===== src/logic/eico_pkg.sv =====
// Shared constants for the encoder index and card option block
package eico_pkg;
   // ---------------------------------------------------------------
   // Geometry
   // ---------------------------------------------------------------
   localparam int          AXES      = 4;
   localparam int          CNT_W     = 24;
   localparam int          FILT_DEP  = 4;
   localparam int          ADDR_W    = 8;
   localparam int          DATA_W    = 32;
   // ---------------------------------------------------------------
   // Register byte offsets
   // ---------------------------------------------------------------
   localparam logic [7:0]  OFF_AXIS_CFG = 8'h00;
   localparam logic [7:0]  OFF_CARD_CFG = 8'h04;
   localparam logic [7:0]  OFF_STATUS   = 8'h0C;
   localparam logic [7:0]  OFF_PRESET   = 8'h10;
   localparam logic [7:0]  OFF_COUNT    = 8'h20;
   localparam logic [7:0]  OFF_LATCH    = 8'h30;
   // ---------------------------------------------------------------
   // Axis config: one nibble per axis
   // ---------------------------------------------------------------
   localparam int          AX_ICR4   = 0;
   localparam int          AX_ICR5   = 1;
   localparam int          AX_ROUTE  = 2;
   localparam int          AX_POLHI  = 3;
   localparam logic [15:0] AXIS_CFG_RST = 16'h0080;
   // ---------------------------------------------------------------
   // Card config fields
   // ---------------------------------------------------------------
   localparam int          CC_SAMP   = 0;
   localparam int          CC_IRQ    = 3;
   localparam int          CC_CASC   = 6;
   localparam int          CC_BFWD   = 9;
   localparam int          CC_CMP    = 13;
   localparam int          CC_WS1    = 17;
   localparam int          CC_WS2    = 18;
   localparam int          CC_W      = 19;
   localparam logic [18:0] CARD_CFG_RST = 19'h4_1E08;
   // ---------------------------------------------------------------
   // Sample clock periods in ns, indexed by selection code
   // ---------------------------------------------------------------
   localparam int          CLK_NS    = 8;
   localparam int          ACC_W     = 11;
   localparam logic [10:0] PER_0625  = 11'd1600;
   localparam logic [10:0] PER_1250  = 11'd800;
   localparam logic [10:0] PER_2500  = 11'd400;
   localparam logic [10:0] PER_5000  = 11'd200;
   localparam logic [10:0] PER_10000 = 11'd100;
   localparam logic [10:0] ACC_STEP  = 11'(CLK_NS);
   // ---------------------------------------------------------------
   // Interrupt lines IRQ2..IRQ7 and wait states
   // ---------------------------------------------------------------
   localparam int          IRQ_LINES = 6;
   localparam logic [1:0]  WS_NONE   = 2'h0;
   localparam logic [1:0]  WS_ONE    = 2'h1;
   localparam logic [1:0]  WS_TWO    = 2'h2;
endpackage : eico_pkg


===== src/logic/eico_card.sv =====
// Four-axis index action, input filtering, cascade, interrupt and wait-state logic
`timescale 1ns/1ps

//
// Behaviour
// - INPUT_CONTROL_REG bit4 clear: valid index clears counter
// - INPUT_CONTROL_REG bit4 set: index gates phases A/B
// - INPUT_CONTROL_REG bit5 clear: valid index loads preset
// - INPUT_CONTROL_REG bit5 set: index captures count latch
// - Index polarity selectable per axis
// - Indicator lit while input is low
// - Filter sample rate selectable, 0.625 MHz default
// - Adjacent axes cascadable, off by default
// - Per-axis borrow forwarding, enabled by default
// - Comparator mode blocks borrow interrupt
// - One selectable IRQ2..IRQ7, IRQ3 default
// - Zero/one/two wait states, two default
// - Four-stage digital filter on every encoder input
module eico_card (
   // Clock and reset
   input  wire logic                           sys_clk,
   input  wire logic                           resetn,
   // Register port
   input  wire logic [eico_pkg::ADDR_W-1:0]    sw_addr,
   input  wire logic [eico_pkg::DATA_W-1:0]    sw_wdata,
   input  wire logic                           sw_wr,
   input  wire logic                           sw_rd,
   output logic      [eico_pkg::DATA_W-1:0]    sw_rdata,
   // Encoder pins
   input  wire logic [eico_pkg::AXES-1:0]      enc_a,
   input  wire logic [eico_pkg::AXES-1:0]      enc_b,
   input  wire logic [eico_pkg::AXES-1:0]      enc_idx,
   // Host bus pins
   input  wire logic                           io_cycle_n,
   input  wire logic                           bus_clk_pin,
   output logic                                io_chrdy,
   output logic      [eico_pkg::IRQ_LINES-1:0] irq_req,
   // Indicators and borrow lines
   output logic      [3*eico_pkg::AXES-1:0]    led_on,
   output logic      [eico_pkg::AXES-1:0]      borrow_out
);
   import eico_pkg::*;

   typedef struct packed {
      logic [13:0]                       s1;
      logic [13:0]                       s2;
      logic [11:0][FILT_DEP-1:0]         sh;
      logic [11:0]                       filt;
      logic [11:0]                       fprev;
      logic [ACC_W-1:0]                  acc;
      logic [AXES-1:0][CNT_W-1:0]        cnt;
      logic [AXES-1:0][CNT_W-1:0]        latch;
      logic [AXES-1:0][CNT_W-1:0]        preset;
      logic [15:0]                       axis_cfg;
      logic [CC_W-1:0]                   card_cfg;
      logic [DATA_W-1:0]                 rdata;
      logic [11:0]                       led;
      logic [AXES-1:0]                   bor;
      logic [IRQ_LINES-1:0]              irq;
      logic                              bclk_d;
      logic                              cyc_d;
      logic [1:0]                        ws_cnt;
      logic                              chrdy;
   } eico_st_t;

   eico_st_t st_r;
   eico_st_t st_nxt;

   // ---------------------------------------------------------------
   // Helpers
   // ---------------------------------------------------------------
   // 4x quadrature decode: returns {up, down}
   function automatic logic [1:0] eico_quad(input logic [3:0] ab);
      case (ab)
         4'b0010, 4'b1011, 4'b1101, 4'b0100: eico_quad = 2'b10;
         4'b0001, 4'b0111, 4'b1110, 4'b1000: eico_quad = 2'b01;
         default:                            eico_quad = 2'b00;
      endcase
   endfunction : eico_quad

   // Sample period in ns for a selection code
   function automatic logic [ACC_W-1:0] eico_period(input logic [2:0] sel);
      case (sel)
         3'h1:    eico_period = PER_1250;
         3'h2:    eico_period = PER_2500;
         3'h3:    eico_period = PER_5000;
         3'h4:    eico_period = PER_10000;
         default: eico_period = PER_0625;
      endcase
   endfunction : eico_period

   // Valid index level after polarity choice
   function automatic logic eico_valid(input logic pin, input logic pol_hi);
      eico_valid = pol_hi ? pin : ~pin;
   endfunction : eico_valid

   // Decoded views of configuration
   logic [2:0]      samp_sel;
   logic [2:0]      irq_sel;
   logic [2:0]      casc;
   logic [AXES-1:0] bfwd;
   logic [AXES-1:0] cmp_mode;
   logic [1:0]      ws_req;
   logic            ws_invalid;
   logic            samp_tick;
   logic            cyc_start;
   logic            bclk_rise;

   assign samp_sel   = st_r.card_cfg[CC_SAMP +: 3];
   assign irq_sel    = st_r.card_cfg[CC_IRQ +: 3];
   assign casc       = st_r.card_cfg[CC_CASC +: 3];
   assign bfwd       = st_r.card_cfg[CC_BFWD +: AXES];
   assign cmp_mode   = st_r.card_cfg[CC_CMP +: AXES];
   assign ws_invalid = st_r.card_cfg[CC_WS1] & st_r.card_cfg[CC_WS2];
   // Both selections together is illegal; fall back to the safe, longer wait
   assign ws_req     = (st_r.card_cfg[CC_WS2] | ws_invalid) ? WS_TWO :
                       (st_r.card_cfg[CC_WS1] ? WS_ONE : WS_NONE);
   // Fractional divider: averages exactly to the chosen rate even at 12.5 cycles
   assign samp_tick  = (st_r.acc + ACC_STEP) >= eico_period(samp_sel);
   assign cyc_start  = st_r.cyc_d & ~st_r.s2[12];
   assign bclk_rise  = ~st_r.bclk_d & st_r.s2[13];

   // ---------------------------------------------------------------
   // Next-state logic
   // ---------------------------------------------------------------
   always_comb begin
      logic [AXES-1:0] carry;
      logic [AXES-1:0] borrow;
      logic [1:0]      q;
      logic            up;
      logic            dn;
      logic            valid;
      logic [3:0]      ac;
      carry  = '0;
      borrow = '0;
      q      = '0;
      up     = 1'b0;
      dn     = 1'b0;
      valid  = 1'b0;
      ac     = '0;
      st_nxt = st_r;

      // Pin synchronisers: second stage feeds all logic
      st_nxt.s1 = {bus_clk_pin, io_cycle_n, enc_idx, enc_b, enc_a};
      st_nxt.s2 = st_r.s1;
      st_nxt.led = ~st_r.s2[11:0];

      // Sample clock accumulator
      st_nxt.acc = samp_tick ? ACC_W'(st_r.acc + ACC_STEP - eico_period(samp_sel))
                             : ACC_W'(st_r.acc + ACC_STEP);

      // Filter: output follows only after four equal samples
      st_nxt.fprev = st_r.filt;
      for (int k = 0; k < 12; k++) begin
         if (samp_tick) begin
            st_nxt.sh[k] = {st_r.sh[k][FILT_DEP-2:0], st_r.s2[k]};
            if (&st_r.sh[k])
               st_nxt.filt[k] = 1'b1;
            else if (~|st_r.sh[k])
               st_nxt.filt[k] = 1'b0;
         end
      end

      // Per-axis counting and index actions, lower axes first for cascade
      for (int i = 0; i < AXES; i++) begin
         ac    = st_r.axis_cfg[4*i +: 4];
         valid = eico_valid(st_r.filt[8+i], ac[AX_POLHI]);
         q     = eico_quad({st_r.fprev[i], st_r.fprev[4+i], st_r.filt[i], st_r.filt[4+i]});
         up    = q[1];
         dn    = q[0];
         if (ac[AX_ROUTE] && ac[AX_ICR4] && !valid) begin
            up = 1'b0;
            dn = 1'b0;
         end
         if (i > 0 && casc[i-1]) begin
            up = carry[i-1];
            dn = borrow[i-1];
         end
         carry[i]  = up & (st_r.cnt[i] == '1);
         borrow[i] = dn & (st_r.cnt[i] == '0);
         if (up)
            st_nxt.cnt[i] = CNT_W'(st_r.cnt[i] + 1'b1);
         else if (dn)
            st_nxt.cnt[i] = CNT_W'(st_r.cnt[i] - 1'b1);
         if (valid && ac[AX_ROUTE] && !ac[AX_ICR4])
            st_nxt.cnt[i] = '0;
         if (valid && !ac[AX_ROUTE] && !ac[AX_ICR5])
            st_nxt.cnt[i] = st_r.preset[i];
         if (valid && !ac[AX_ROUTE] && ac[AX_ICR5])
            st_nxt.latch[i] = st_r.cnt[i];
      end
      // Underflow pulses of every axis, cascaded or not
      st_nxt.bor = borrow;

      // Borrow to the interrupt line: forwarded and not in comparator mode
      st_nxt.irq = '0;
      if (irq_sel < 3'(IRQ_LINES))
         st_nxt.irq[irq_sel] = |(borrow & bfwd & ~cmp_mode);

      // Wait states counted in host bus clocks from the start of a cycle
      st_nxt.cyc_d  = st_r.s2[12];
      st_nxt.bclk_d = st_r.s2[13];
      if (cyc_start) begin
         st_nxt.ws_cnt = ws_req;
      end else if (bclk_rise && st_r.ws_cnt != '0) begin
         st_nxt.ws_cnt = st_r.ws_cnt - 2'h1;
      end
      // The host must hold its strobe while ready is low
      st_nxt.chrdy = (st_nxt.ws_cnt == '0);

      // Register writes
      if (sw_wr) begin
         case (sw_addr)
            OFF_AXIS_CFG: st_nxt.axis_cfg = sw_wdata[15:0];
            OFF_CARD_CFG: begin
               st_nxt.card_cfg = sw_wdata[CC_W-1:0];
               // Restart the divider so a faster rate never sees a stale, larger phase
               st_nxt.acc      = '0;
            end
            default: begin
               for (int i = 0; i < AXES; i++) begin
                  if (sw_addr == 8'(OFF_PRESET + 4*i))
                     st_nxt.preset[i] = sw_wdata[CNT_W-1:0];
               end
            end
         endcase
      end

      // Register reads: data stand only in the cycle after the strobe
      st_nxt.rdata = '0;
      if (sw_rd) begin
         case (sw_addr)
            OFF_AXIS_CFG: st_nxt.rdata = {16'h0000, st_r.axis_cfg};
            OFF_CARD_CFG: st_nxt.rdata = {13'h0000, st_r.card_cfg};
            OFF_STATUS:   st_nxt.rdata = {7'h00, ws_invalid, st_r.filt, st_r.led};
            default: begin
               for (int i = 0; i < AXES; i++) begin
                  if (sw_addr == 8'(OFF_PRESET + 4*i))
                     st_nxt.rdata = {8'h00, st_r.preset[i]};
                  if (sw_addr == 8'(OFF_COUNT + 4*i))
                     st_nxt.rdata = {8'h00, st_r.cnt[i]};
                  if (sw_addr == 8'(OFF_LATCH + 4*i))
                     st_nxt.rdata = {8'h00, st_r.latch[i]};
               end
            end
         endcase
      end
   end

   // ---------------------------------------------------------------
   // State register
   // ---------------------------------------------------------------
   // Inputs idle high, so filters and synchronisers start high
   always_ff @(posedge sys_clk or negedge resetn) begin
      if (!resetn) begin
         st_r          <= '0;
         st_r.s1       <= '1;
         st_r.s2       <= '1;
         st_r.sh       <= '1;
         st_r.filt     <= '1;
         st_r.fprev    <= '1;
         st_r.cyc_d    <= 1'b1;
         st_r.bclk_d   <= 1'b1;                                         // No false bus clock rise
         st_r.chrdy    <= 1'b1;
         st_r.axis_cfg <= AXIS_CFG_RST;
         st_r.card_cfg <= CARD_CFG_RST;
      end else begin
         st_r <= st_nxt;
      end
   end

   // Outputs
   assign sw_rdata   = st_r.rdata;
   assign io_chrdy   = st_r.chrdy;
   assign irq_req    = st_r.irq;
   assign led_on     = st_r.led;
   assign borrow_out = st_r.bor;

   // ---------------------------------------------------------------
   // Assertions (axis 0 and 1 watched)
   // ---------------------------------------------------------------
   logic v0;
   assign v0 = eico_valid(st_r.filt[8], st_r.axis_cfg[AX_POLHI]);
   logic v1;
   assign v1 = eico_valid(st_r.filt[9], st_r.axis_cfg[4+AX_POLHI]);

   property p_idx_clear;
      @(posedge sys_clk) disable iff (!resetn)
      (v0 && st_r.axis_cfg[AX_ROUTE] && !st_r.axis_cfg[AX_ICR4]) |=> (st_r.cnt[0] == '0);
   endproperty
   a_idx_clear: assert property (p_idx_clear) else $error("index clear missed");

   property p_idx_gate;
      @(posedge sys_clk) disable iff (!resetn)
      (!v0 && st_r.axis_cfg[AX_ROUTE] && st_r.axis_cfg[AX_ICR4]) |=> $stable(st_r.cnt[0]);
   endproperty
   a_idx_gate: assert property (p_idx_gate) else $error("count moved while gated");

   property p_idx_load;
      @(posedge sys_clk) disable iff (!resetn)
      (v0 && !st_r.axis_cfg[AX_ROUTE] && !st_r.axis_cfg[AX_ICR5])
         |=> (st_r.cnt[0] == $past(st_r.preset[0]));
   endproperty
   a_idx_load: assert property (p_idx_load) else $error("preset load missed");

   property p_idx_latch;
      @(posedge sys_clk) disable iff (!resetn)
      (v0 && !st_r.axis_cfg[AX_ROUTE] && st_r.axis_cfg[AX_ICR5])
         |=> (st_r.latch[0] == $past(st_r.cnt[0]));
   endproperty
   a_idx_latch: assert property (p_idx_latch) else $error("latch capture missed");

   property p_led;
      @(posedge sys_clk) disable iff (!resetn)
      ##2 (led_on == ~$past(st_r.s1[11:0], 2));
   endproperty
   a_led: assert property (p_led) else $error("indicator not low-lit");

   property p_samp;
      @(posedge sys_clk) disable iff (!resetn)
      st_r.acc < eico_period(samp_sel);
   endproperty
   a_samp: assert property (p_samp) else $error("sample accumulator overran");

   property p_filt;
      @(posedge sys_clk) disable iff (!resetn)
      $changed(st_r.filt[0]) |-> ($past(st_r.sh[0]) == {FILT_DEP{st_r.filt[0]}});
   endproperty
   a_filt: assert property (p_filt) else $error("filter passed unstable input");

   property p_casc;
      @(posedge sys_clk) disable iff (!resetn)
      ($past(casc[0] && !v0 && !v1) && borrow_out[0])
         |-> (st_r.cnt[0] == '1) && (st_r.cnt[1] == CNT_W'($past(st_r.cnt[1]) - 1'b1));
   endproperty
   a_casc: assert property (p_casc) else $error("cascade borrow lost");

   property p_irq;
      @(posedge sys_clk) disable iff (!resetn)
      (|irq_req) |-> $past(|(st_nxt.bor & bfwd & ~cmp_mode)) && $onehot(irq_req);
   endproperty
   a_irq: assert property (p_irq) else $error("ungated interrupt");

   property p_wait;
      @(posedge sys_clk) disable iff (!resetn)
      (cyc_start && ws_req != WS_NONE && !bclk_rise) |=> !io_chrdy;
   endproperty
   a_wait: assert property (p_wait) else $error("wait state not inserted");

endmodule : eico_card


===== config.mk =====
export PLATFORM = sky130hd
export DESIGN_NAME = eico_card
export DESIGN_NICKNAME = d
export VERILOG_FILES = /design/src/logic/eico_pkg.sv /design/src/logic/eico_card.sv
export SDC_FILE = /design/constraint.sdc
export NUM_CORES = 1
export LEC_CHECK = 0
export ABC_AREA = 0
export BUFFER_PORTS_ARGS = -buffer_cell sky130_fd_sc_hd__clkbuf_2
export CORE_ASPECT_RATIO = 1.25
export CORE_MARGIN = 3
export CORE_UTILIZATION = 35
export DETAILED_ROUTE_END_ITERATION = 10
export GPL_TIMING_DRIVEN = 0
export PLACE_DENSITY_LB_ADDON = 0.2
export SYNTH_ARGS = -nofsm -noshare
export SYNTH_HDL_FRONTEND = slang
export SYNTH_SLANG_ARGS = --single-unit

===== constraint.sdc =====
create_clock -name sys_clk -period 12.7 [get_ports sys_clk]
set_input_delay 2.54 -clock sys_clk [delete_from_list [all_inputs] [get_ports sys_clk]]
set_output_delay 2.54 -clock sys_clk [all_outputs]
set_load 0.05 [all_outputs]

## Yosys cells after proc, flatten, opt, wreduce, memory -nomap -nowiden

Memory sizes are Yosys's and may differ from the RTL's.
Index checks and enable logic that the tools add are counted.

| cells by class | value |
|---|---|
| order comparisons | 4 |
| reduce and logical (&&, ||, !) cells | 101 |
| muxes and demuxes | 83 |
| $add $sub $neg | 11 |
| eq/ne operators | 33 |
| bitwise gates (word level) | 23 |

Operators by type and width:

| cell | count |
|---|---|
| two-way mux 24 bit | 17 |
| two-way mux 32 bit | 12 |
| adder 24 x 1 -> 24 bit, second input constant | 4 |
| zero test 24 bit | 4 |
| case mux 32 bit (3 select lines) | 1 |
| subtractor 24 x 1 -> 24 bit, second input constant | 4 |
| == test 24 bit, second input constant | 3 |
| == test 8 x 6 -> 1 bit, second input constant | 8 |
| OR reduction 4 bit | 13 |
| AND reduction 4 bit | 12 |
| two-way mux 1 bit | 44 |
| case mux 11 bit (4 select lines) | 1 |
| two-way mux 11 bit | 3 |
| == test 8 x 5 -> 1 bit, second input constant | 4 |
| logical AND 1 bit | 30 |
| AND reduction 2 bit | 14 |
| inequality test 2 bit, second input constant | 12 |
| zero test 1 bit | 16 |
| nonzero test 4 bit | 4 |
| NOT 12 bit | 1 |
| AND reduction 3 bit | 4 |
| adder 11 x 4 -> 11 bit, second input constant | 1 |
| >= comparator 11 bit | 1 |
| subtractor 11 bit | 1 |
| 22 further kinds | 41 |

| storage, ports and cells | value |
|---|---|
| bits in read-only memories | 128 |
| flip-flop bits (word level) | 489 |
| output and inout port bits | 55 |
| memories | 4 |

Memory list:

| name | words | bits a word | rd ports | clocked after Yosys merged registers in | wr ports | RTL line | text |
|---|---|---|---|---|---|---|---|
| (no name shown) | 16 | 2 | 1 | 0 | 0 | eico_card.sv:74 | `case (ab)` |
| (no name shown) | 16 | 2 | 1 | 0 | 0 | eico_card.sv:74 |  |
| (no name shown) | 16 | 2 | 1 | 0 | 0 | eico_card.sv:74 |  |
| (no name shown) | 16 | 2 | 1 | 0 | 0 | eico_card.sv:74 |  |

## Longest topological paths before layout

Gate-level depths: netlist of run 1.

| logic depth | value |
|---|---|
| depth after elaboration | 17 |
| gate-level depth with buffers | 17 |
| gate-level depth less buffers | 17 |

## Least setup slack after synthesis of run 1

OpenSTA, ideal clock, no wires.

| timing path | value |
|---|---|
| path kind | input to register |
| from | input port sw_addr[5] (netlist bit) |
| to | register st_r (netlist bit cmp_mode[1]) |
| setup time | 0.125 ns |
| stages | 8 |
| arrival time | 4.538 ns |
| setup slack | 8.037 ns |
| required time | 12.575 ns |
| path buffers | 4 |
| path through | clkbuf_1 > or4_1 > clkbuf_1 > nor2_1 > and2_1 > clkbuf_1 > buf_1 > mux2_2 |

| between the ends | value |
|---|---|
| cells in the longest elaborated chain, start to end | 2 |

RTL lines:

| what | RTL line | text |
|---|---|---|
| start: declaration | eico_card.sv:24 | `input wire logic [eico_pkg::ADDR_W-1:0] sw_addr,` |
| == test 8 x 3 -> 1 bit | eico_card.sv:213 | `case (sw_addr)` |
| AND reduction 2 bit (no source line) | -- |  |
| end signal: assignment | eico_card.sv:268 | `st_r <= st_nxt;` |
| end: declaration | eico_card.sv:66 | `eico_st_t st_r;` |

No other way between the ends.
A chain may end at the register's enable or synchronous reset.

## Worst setup path after layout of run 1

| timing path | value |
|---|---|
| from | register st_r (netlist bit st_nxt[402]) |
| to | register st_r[381] (netlist bit) |

| between the ends | value |
|---|---|
| cells in the longest elaborated chain, start to end | 13 |
| elaborated cells on any way between the ends | 20 |
| classes of those cells | mux (12); bitwise (5); reduce/logical (3) |

RTL lines:

| what | RTL line | text |
|---|---|---|
| NOT 1 bit | -- |  |
| two-way mux 1 bit * | eico_card.sv:94 | `eico_valid = pol_hi ? pin : ~pin;` |
| zero test 1 bit * | eico_card.sv:171 | `if (ac[AX_ROUTE] && ac[AX_ICR4] && !valid) begin` |
| logical AND 1 bit * | eico_card.sv:171 |  |
| two-way mux 1 bit | eico_card.sv:171 |  |
| two-way mux 1 bit | eico_card.sv:175 | `if (i > 0 && casc[i-1]) begin` |
| AND 1 bit | eico_card.sv:179 | `carry[i] = up & (st_r.cnt[i] == '1);` |
| two-way mux 1 bit | eico_card.sv:175 |  |
| AND 1 bit | eico_card.sv:179 |  |
| two-way mux 1 bit | eico_card.sv:175 |  |
| two-way mux 24 bit | eico_card.sv:181 | `if (up)` |
| two-way mux 24 bit | eico_card.sv:185 | `if (valid && ac[AX_ROUTE] && !ac[AX_ICR4])` |
| two-way mux 24 bit | eico_card.sv:187 | `if (valid && !ac[AX_ROUTE] && !ac[AX_ICR5])` |

Mark *: on every way between the ends. The rest lies on a longest branch, timed or not.

==> run_results.csv, run 1 <==
group,metric,value,unit
outcome,status,"finished clean",
placed_design,dp.cells,3645,
clock_tree,post_cts_buffers,0,
critical_path,crit_required,13.20,ns
cells_and_area,layout-drive-gt1-share,21.2,%
floorplan,core_area,73500,µm²
power,leakage,13.4,nW
yosys,synthFlopType,"dfrtp_1",
yosys,yosys.area_share.simple,12.2,%
clock_tree,numCtsBuffers,52,
global_routing,grt-ovfl-total,0,
job,max_cap_violations,0,
timing,whs,0.353,ns
floorplan,dieArea,77500,µm²
timing,fin_crit_sh,48.4,%
floorplan,fp.dieH,311,µm
critical_path,cp_cell_sequence,"xor2_1, a2111oi_0, a31o_2, a32o_1, a32o_1, inv_1, ha_1, or4_1, o21ai_0, a21oi_1, a221oi_2, a211oi_1, o41ai_4, o21ai_1, mux2i_1, xor2_1, o21ai_1",
clock_tree,htreeDepth,2,
yosys,yosys_warnings,0,
power,power,5.16,mW
yosys,synth_compound_gate_area_share,18.6,%
timing,timing.setup.tns,0,ns
critical_path,path_class,"reg2reg",
placed_design,dp_slack,6.15,ns
cells_and_area,finalNetCount,2901,
power,irDropWorstVdd,0.0856,mV
cells_and_area,layout.cells.non_filler,3741,
floorplan,rows,111,
drt,dr_total_vias,21900,
timing,final.min_clock_period,6.15,ns
yosys,ys_types,81,
timing,fmax,0.163,GHz
drt,routedWlPerCell,26.0,µm
clock_tree,clk_latency,0.62,ns
drt,postRouteAntennaNets,0,
floorplan,ios,113,
global_routing,grt_pass1_wl,144,mm
yosys,synth_edf_count,0,
clock_tree,cts_tree,"done",
placed_design,placed_cell_area,27800,µm²
yosys,syn-cell-area,26000,µm²
critical_path,cpLargestDelayFamily,"compound AO/OA/AOI/OAI gates",
drt,route.detailed.drc,0,
yosys,syn_area_per_cell,10.1,µm²
drt,first_pass_iters,6,
cells_and_area,syn_to_final_growth,14.1,%
drt,drt_iter0_drc,2141,
cells_and_area,finish.utilization,40.3,%
yosys,syn_inst,2579,
yosys,synth_mux_area_share,9.46,%
min_path,hold_class,"reg2reg",
timing,finalMaxSlewViolations,0,
clock_tree,clk_pin_slew_worst_paths,0.06,ns
clock_tree,cts_sinks,480,
critical_path,critPathMaxStageDelay,0.65,ns
yosys,synthArstFlopShare,100,%
timing,fin_ws,6.55,ns
placed_design,dp_hpwl,74.9,mm
critical_path,path_buf_inv,1,
floorplan,start_util,35.3,%
critical_path,crit_path_end_kind,"flop",
cells_and_area,fin_area,29600,µm²
timing,tightest_slew,1.43,ns
critical_path,start_kind,"flop",
drt,wirelength,97.4,mm
clock_tree,cts_root_buf,"clkbuf_16",
clock_tree,cts_resized,0,
critical_path,slowest_stage,"dfstp_2",
floorplan,die_w,250,µm
yosys,synth_xor_area_share,3.27,%
yosys,synth-seq-area-share,46.8,%
power,power_density,174,nW/µm²
clock_tree,cts.path.max_buffers,3,
yosys,ys_ff_latch,480,
yosys,synth_top_family_by_area,"compound AO/OA/AOI/OAI gates",
yosys,synth_adder_area_share,5.15,%
global_routing,grt_antenna_before_repair,5,
timing,finalHoldViolCount,0,
timing,slew-limit-headroom,4.04,%
global_routing,grt_pass1_vias,21700,
timing,fin_skew,0.0275,ns
global_routing,grt_max_degree,116,
drt,routed_via_density,5.86,
placed_design,port_buffers,95,
critical_path,path_max_fanout,23,
clock_tree,hold_buffers,0,
timing,rsz0062_at_grt,"no",
global_routing,track_usage,24.5,%
critical_path,critical_path_arrival,6.65,ns
timing,setup_viol,0,
placed_design,gp_congestion,0.980,
[final cells by class]
class	count	area, µm²
plain buffers	169	857
fillers	7175	43800
clock inverters	19	279
flip-flops and latches	480	12100
inverters	85	319
diodes	1	2.50
clock buffers	76	1540
multi-input cells	1851	12700
well taps	960	1200
repair buffers	100	602
[kinds of logic (layout without fill, tap and decap cells)]
family,Yosys count,after routing
flip-flops,480,480
AO/OA/AOI/OAI,737,737
XOR/XNOR,97,97
multiplexers,219,219
AND/OR/NAND/NOR,687,687
adder cells (fa/ha/maj),104,104
other,1,8
buffers and inverters,254,449
[synth_stat cells (7+ instances only)]
library cell  instances  area share, %
o21ai_1               7           0.13
buf_4                56            1.6
nor4_1               32           0.77
xor2_1               30            1.0
a222oi_1              9           0.35
and2_1                7           0.17
a21oi_1             176            3.4
a22o_1               19           0.64
nand2b_1             16           0.39
inv_1                84            1.2
a41oi_1              16           0.54
nor2b_1              19           0.46
nand3_1              47           0.91
ha_1                 99            4.8
and3_1               14           0.34
nand2_1             241            3.5
mux2_2              211            9.1
a22oi_1              74            2.1
o21a_1               15           0.43
dfstp_2             106             11
a211oi_1             11           0.32
nand4_1              38           0.92
o21bai_1             10           0.29
o21ai_0             210            4.0
o211ai_1              8           0.23
a221oi_1             62            2.1
clkbuf_1            100            1.4
or3_1                14           0.34
a21o_1               38            1.1
xnor2_1              67            2.3
a31oi_1              17           0.41
mux2i_1               8           0.31
nor2_1              183            2.6
nor3_1               44           0.85
o41ai_1              13           0.44
buf_2                10           0.19
dfrtp_1             374             36
[final timing paths]
kind	start	end	slack [ns]	depth (start not counted)
setup / recovery	st_nxt[402]	st_r[381]	6.55	17
hold / removal	st_nxt[473]	st_r[473]	0.35	0
setup reg to reg	st_nxt[402]	st_r[381]	6.55	17
hold reg to reg	st_nxt[473]	st_r[473]	0.35	0
max in group asynchronous	resetn	st_r[287]	9.36	3
min in group asynchronous	resetn	st_r[370]	1.93	1
[routing by layer]
layer  share of wire, %  routed length [µm]  GRT usage [%]
met1                 41               39800           31.3
met2                 47               45900           40.5
met3                6.3                6160           3.98
met4                5.7                5550           11.6
met5              0.028                  27              0
[flip-flops by register name (all words and copies together) (netlist names), 4 cells and up]
signal,flops
st_r,387
sw_rdata,25
led_on,12
st_nxt,28
cmp_mode,4
borrow_out,4
bfwd,4
irq_req,6
[report_power, final]
part	total, mW	switching [mW]	internal [mW]
Sequential	2.00	0.246	1.76
Combinational	1.53	0.899	0.633
Clock	1.63	0.663	0.965
[worst register-to-register path: cells and delay by family, from the launching register on]
kind	cells	cell delay [ns]
AND/OR/NAND/NOR	1	0.52
multiplexers	1	0.20
buffers and inverters	1	0.39
adder cells (fa/ha/maj)	1	0.50
XOR/XNOR	2	0.33
flip-flops	1	0.65
AO/OA/AOI/OAI	11	3.45
[layout by cell type (no fill, tap or decap), types with 94 or more instances in the layout]
cell type / Yosys / layout
a21oi_1: 176 / 176
clkbuf_1: 100 / 109
clkbuf_2: 0 / 94
dfrtp_1: 374 / 374
dfstp_2: 106 / 106
ha_1: 99 / 99
mux2_2: 211 / 211
nand2_1: 241 / 241
nor2_1: 183 / 183
o21ai_0: 210 / 210
Note: power is estimated with default switching activity, not from simulation.
==> run 2, diff against run 1 <==
==> constraint.sdc (replaced) <==
create_clock -name sys_clk -period 5.1 [get_ports sys_clk]
set_input_delay 1.02 -clock sys_clk [delete_from_list [all_inputs] [get_ports sys_clk]]
set_output_delay 1.02 -clock sys_clk [all_outputs]
set_load 0.05 [all_outputs]
==> run 2 against run 1 <==
Effect of this change:
- maximum frequency rose by 23%
- worst setup slack got worse by 6.4 ns
- die area did not move
- via count rose by 0.57%
- utilization rose by 0.36 points
- count of clock-buffer cells in the layout did not move
- combinational power rose to 2.5 times the previous value
- sequential cell count did not move
- critical endpoint is now st_r[377]
- highest routed layer unchanged
==> run_results.csv, run 2 (synthesis results as in run 1) <==
group,metric,value,unit
drt,drt_iter0_drc,2241,
clock_tree,htreeDepth,2,
timing,fmax,0.201,GHz
timing,whs,0.352,ns
drt,wirelength,97.8,mm
cells_and_area,layout_commonest_cell,"dfrtp_1",
clock_tree,clk_pin_slew_worst_paths,0.06,ns
critical_path,r2r_start,"st_nxt[401]",
floorplan,fp.dieH,311,µm
cells_and_area,finish.utilization,40.7,%
timing,fin_ws,0.114,ns
critical_path,critical_path_arrival,5.46,ns
timing,finalHoldViolCount,0,
clock_tree,clk_latency,0.61,ns
timing,fin_crit_sh,97.8,%
power,leakage,13.5,nW
critical_path,start_kind,"flop",
global_routing,grt_pass1_wl,145,mm
critical_path,reg2reg_to,"st_r[377]",
timing,slew-limit-headroom,4.16,%
critical_path,worstSetupEndpoint,"st_r[377]",
cells_and_area,seqCellArea,12100,µm²
critical_path,path_class,"reg2reg",
clock_tree,cts_sinks,480,
power,irDropWorstVdd,0.212,mV
placed_design,port_buffers,95,
clock_tree,hold_buffers,0,
min_path,hold_class,"reg2reg",
timing,fin_skew,0.0274,ns
placed_design,dp_slack,-0.980,ns
cells_and_area,finalNetCount,2920,
drt,dr_total_vias,22100,
cells_and_area,syn_to_final_growth,15.1,%
cells_and_area,layout-drive-gt1-share,22.3,%
global_routing,grt_antenna_before_repair,7,
cells_and_area,final_cell_mix,"dfrtp_1 (374), nand2_1 (241), mux2_2 (211)",
clock_tree,cts_tree,"done",
cells_and_area,fin_area,29900,µm²
critical_path,r2r_cells,18,
critical_path,r2r_setup_slack,0.11,ns
floorplan,rows,111,
timing,setup_viol,0,
placed_design,gp_congestion,0.980,
floorplan,dieArea,77500,µm²
global_routing,track_usage,24.6,%
clock_tree,numCtsBuffers,52,
power,power_density,432,nW/µm²
timing,final.min_clock_period,4.99,ns
cells_and_area,fill_cells,7155,
floorplan,ios,113,
placed_design,placed_cell_area,27800,µm²
drt,routed_via_density,5.86,
outcome,status,"finished clean",
floorplan,die_w,250,µm
critical_path,critPathLaunch,"st_nxt[401]",
cells_and_area,largest_register_ff_count,387,
cells_and_area,top_register,"st_r",
timing,finalMaxSlewViolations,0,
placed_design,dp_hpwl,74.9,mm
critical_path,crit_path_end_kind,"flop",
drt,route.detailed.drc,0,
drt,routedWlPerCell,26.0,µm
critical_path,crit_required,5.58,ns
cells_and_area,multi_input_area,12800,µm²
timing,rsz0062_at_grt,"yes",
global_routing,grt_max_degree,116,
timing,tightest_slew,1.43,ns
job,max_cap_violations,0,
global_routing,grt-ovfl-total,0,
floorplan,core_area,73500,µm²
drt,postRouteAntennaNets,0,
critical_path,path_max_fanout,7,
global_routing,grt_pass1_vias,21800,
drt,first_pass_iters,7,
timing,timing.setup.tns,0,ns
clock_tree,cts_root_buf,"clkbuf_16",
clock_tree,cts.path.max_buffers,3,
floorplan,start_util,35.3,%
[run 2: worst max-delay path: stages, from the launching register on]
cell	delay (ns)
dfstp_2	0.60
xor2_1	0.15
a311oi_4	0.43
a31o_4	0.24
a32o_4	0.32
a32o_2	0.28
clkinvlp_4	0.22
buf_4	0.19
ha_1	0.22
or4_1	0.46
o21ai_0	0.14
a21oi_2	0.12
a221oi_2	0.36
a211oi_2	0.17
o41ai_4	0.30
buf_4	0.18
xnor2_1	0.06
a221oi_1	0.30
a21oi_1	0.08
[run 2: per-stage QoR]
step	std cells	power, mW
6_report	3760	12.9
5_1_grt	3760	13.6
4_1_cts	3750	12.9
3_5_place_dp	3645	8.79
3_3_place_gp	3640	8.66
2_1_floorplan	2585	7.58
[run 2: worst min path at each step]
| stage | start | to | depth (start not counted) | slack, ns |
|---|---|---|---|---|
| after global placement | st_nxt[477] | st_nxt[3] | 0 | 0.35 |
| after CTS | st_nxt[473] | st_r[473] | 0 | 0.35 |
| final | st_nxt[473] | st_r[473] | 0 | 0.35 |
| after detailed placement | st_nxt[470] | st_r[470] | 0 | 0.35 |
| after global routing | st_nxt[473] | st_r[473] | 0 | 0.36 |
| after floorplan | st_nxt[477] | st_nxt[3] | 0 | 0.35 |
[run 2: final cells by class]
class / count / share of cell area, %
diodes: 1 / 0.00837
plain buffers: 168 / 2.85
clock buffers: 76 / 5.16
clock inverters: 19 / 0.933
inverters: 85 / 1.11
multi-input cells: 1851 / 42.8
flip-flops and latches: 480 / 40.6
well taps: 960 / 4.02
repair buffers: 117 / 2.44
repair inverters: 3 / 0.0502
[run 2: power breakdown]
group | internal (mW) | switching, mW
Clock | 2.40 | 1.64
Combinational | 1.62 | 2.26
Sequential | 4.37 | 0.624
Total | 8.40 | 4.52
[run 2: what timing repair did]
action / 4_1_cts / 5_1_grt
setup buffers: 7 / 10
gates resized for setup: 15 / 10
endpoints found under the setup margin: 33 / 10
cloned: 3 / 0
pin swaps: 3 / 3
[run 2: layer usage]
metal | up-vias | global-route usage [%] | part of all wire [%]
met3 | 251 | 4.28 | 6.6
li1 | 9792 | - | -
met2 | 912 | 40.5 | 47
met4 | 4 | 12.0 | 5.9
met5 | - | 0 | 0.030
met1 | 11100 | 31.3 | 41
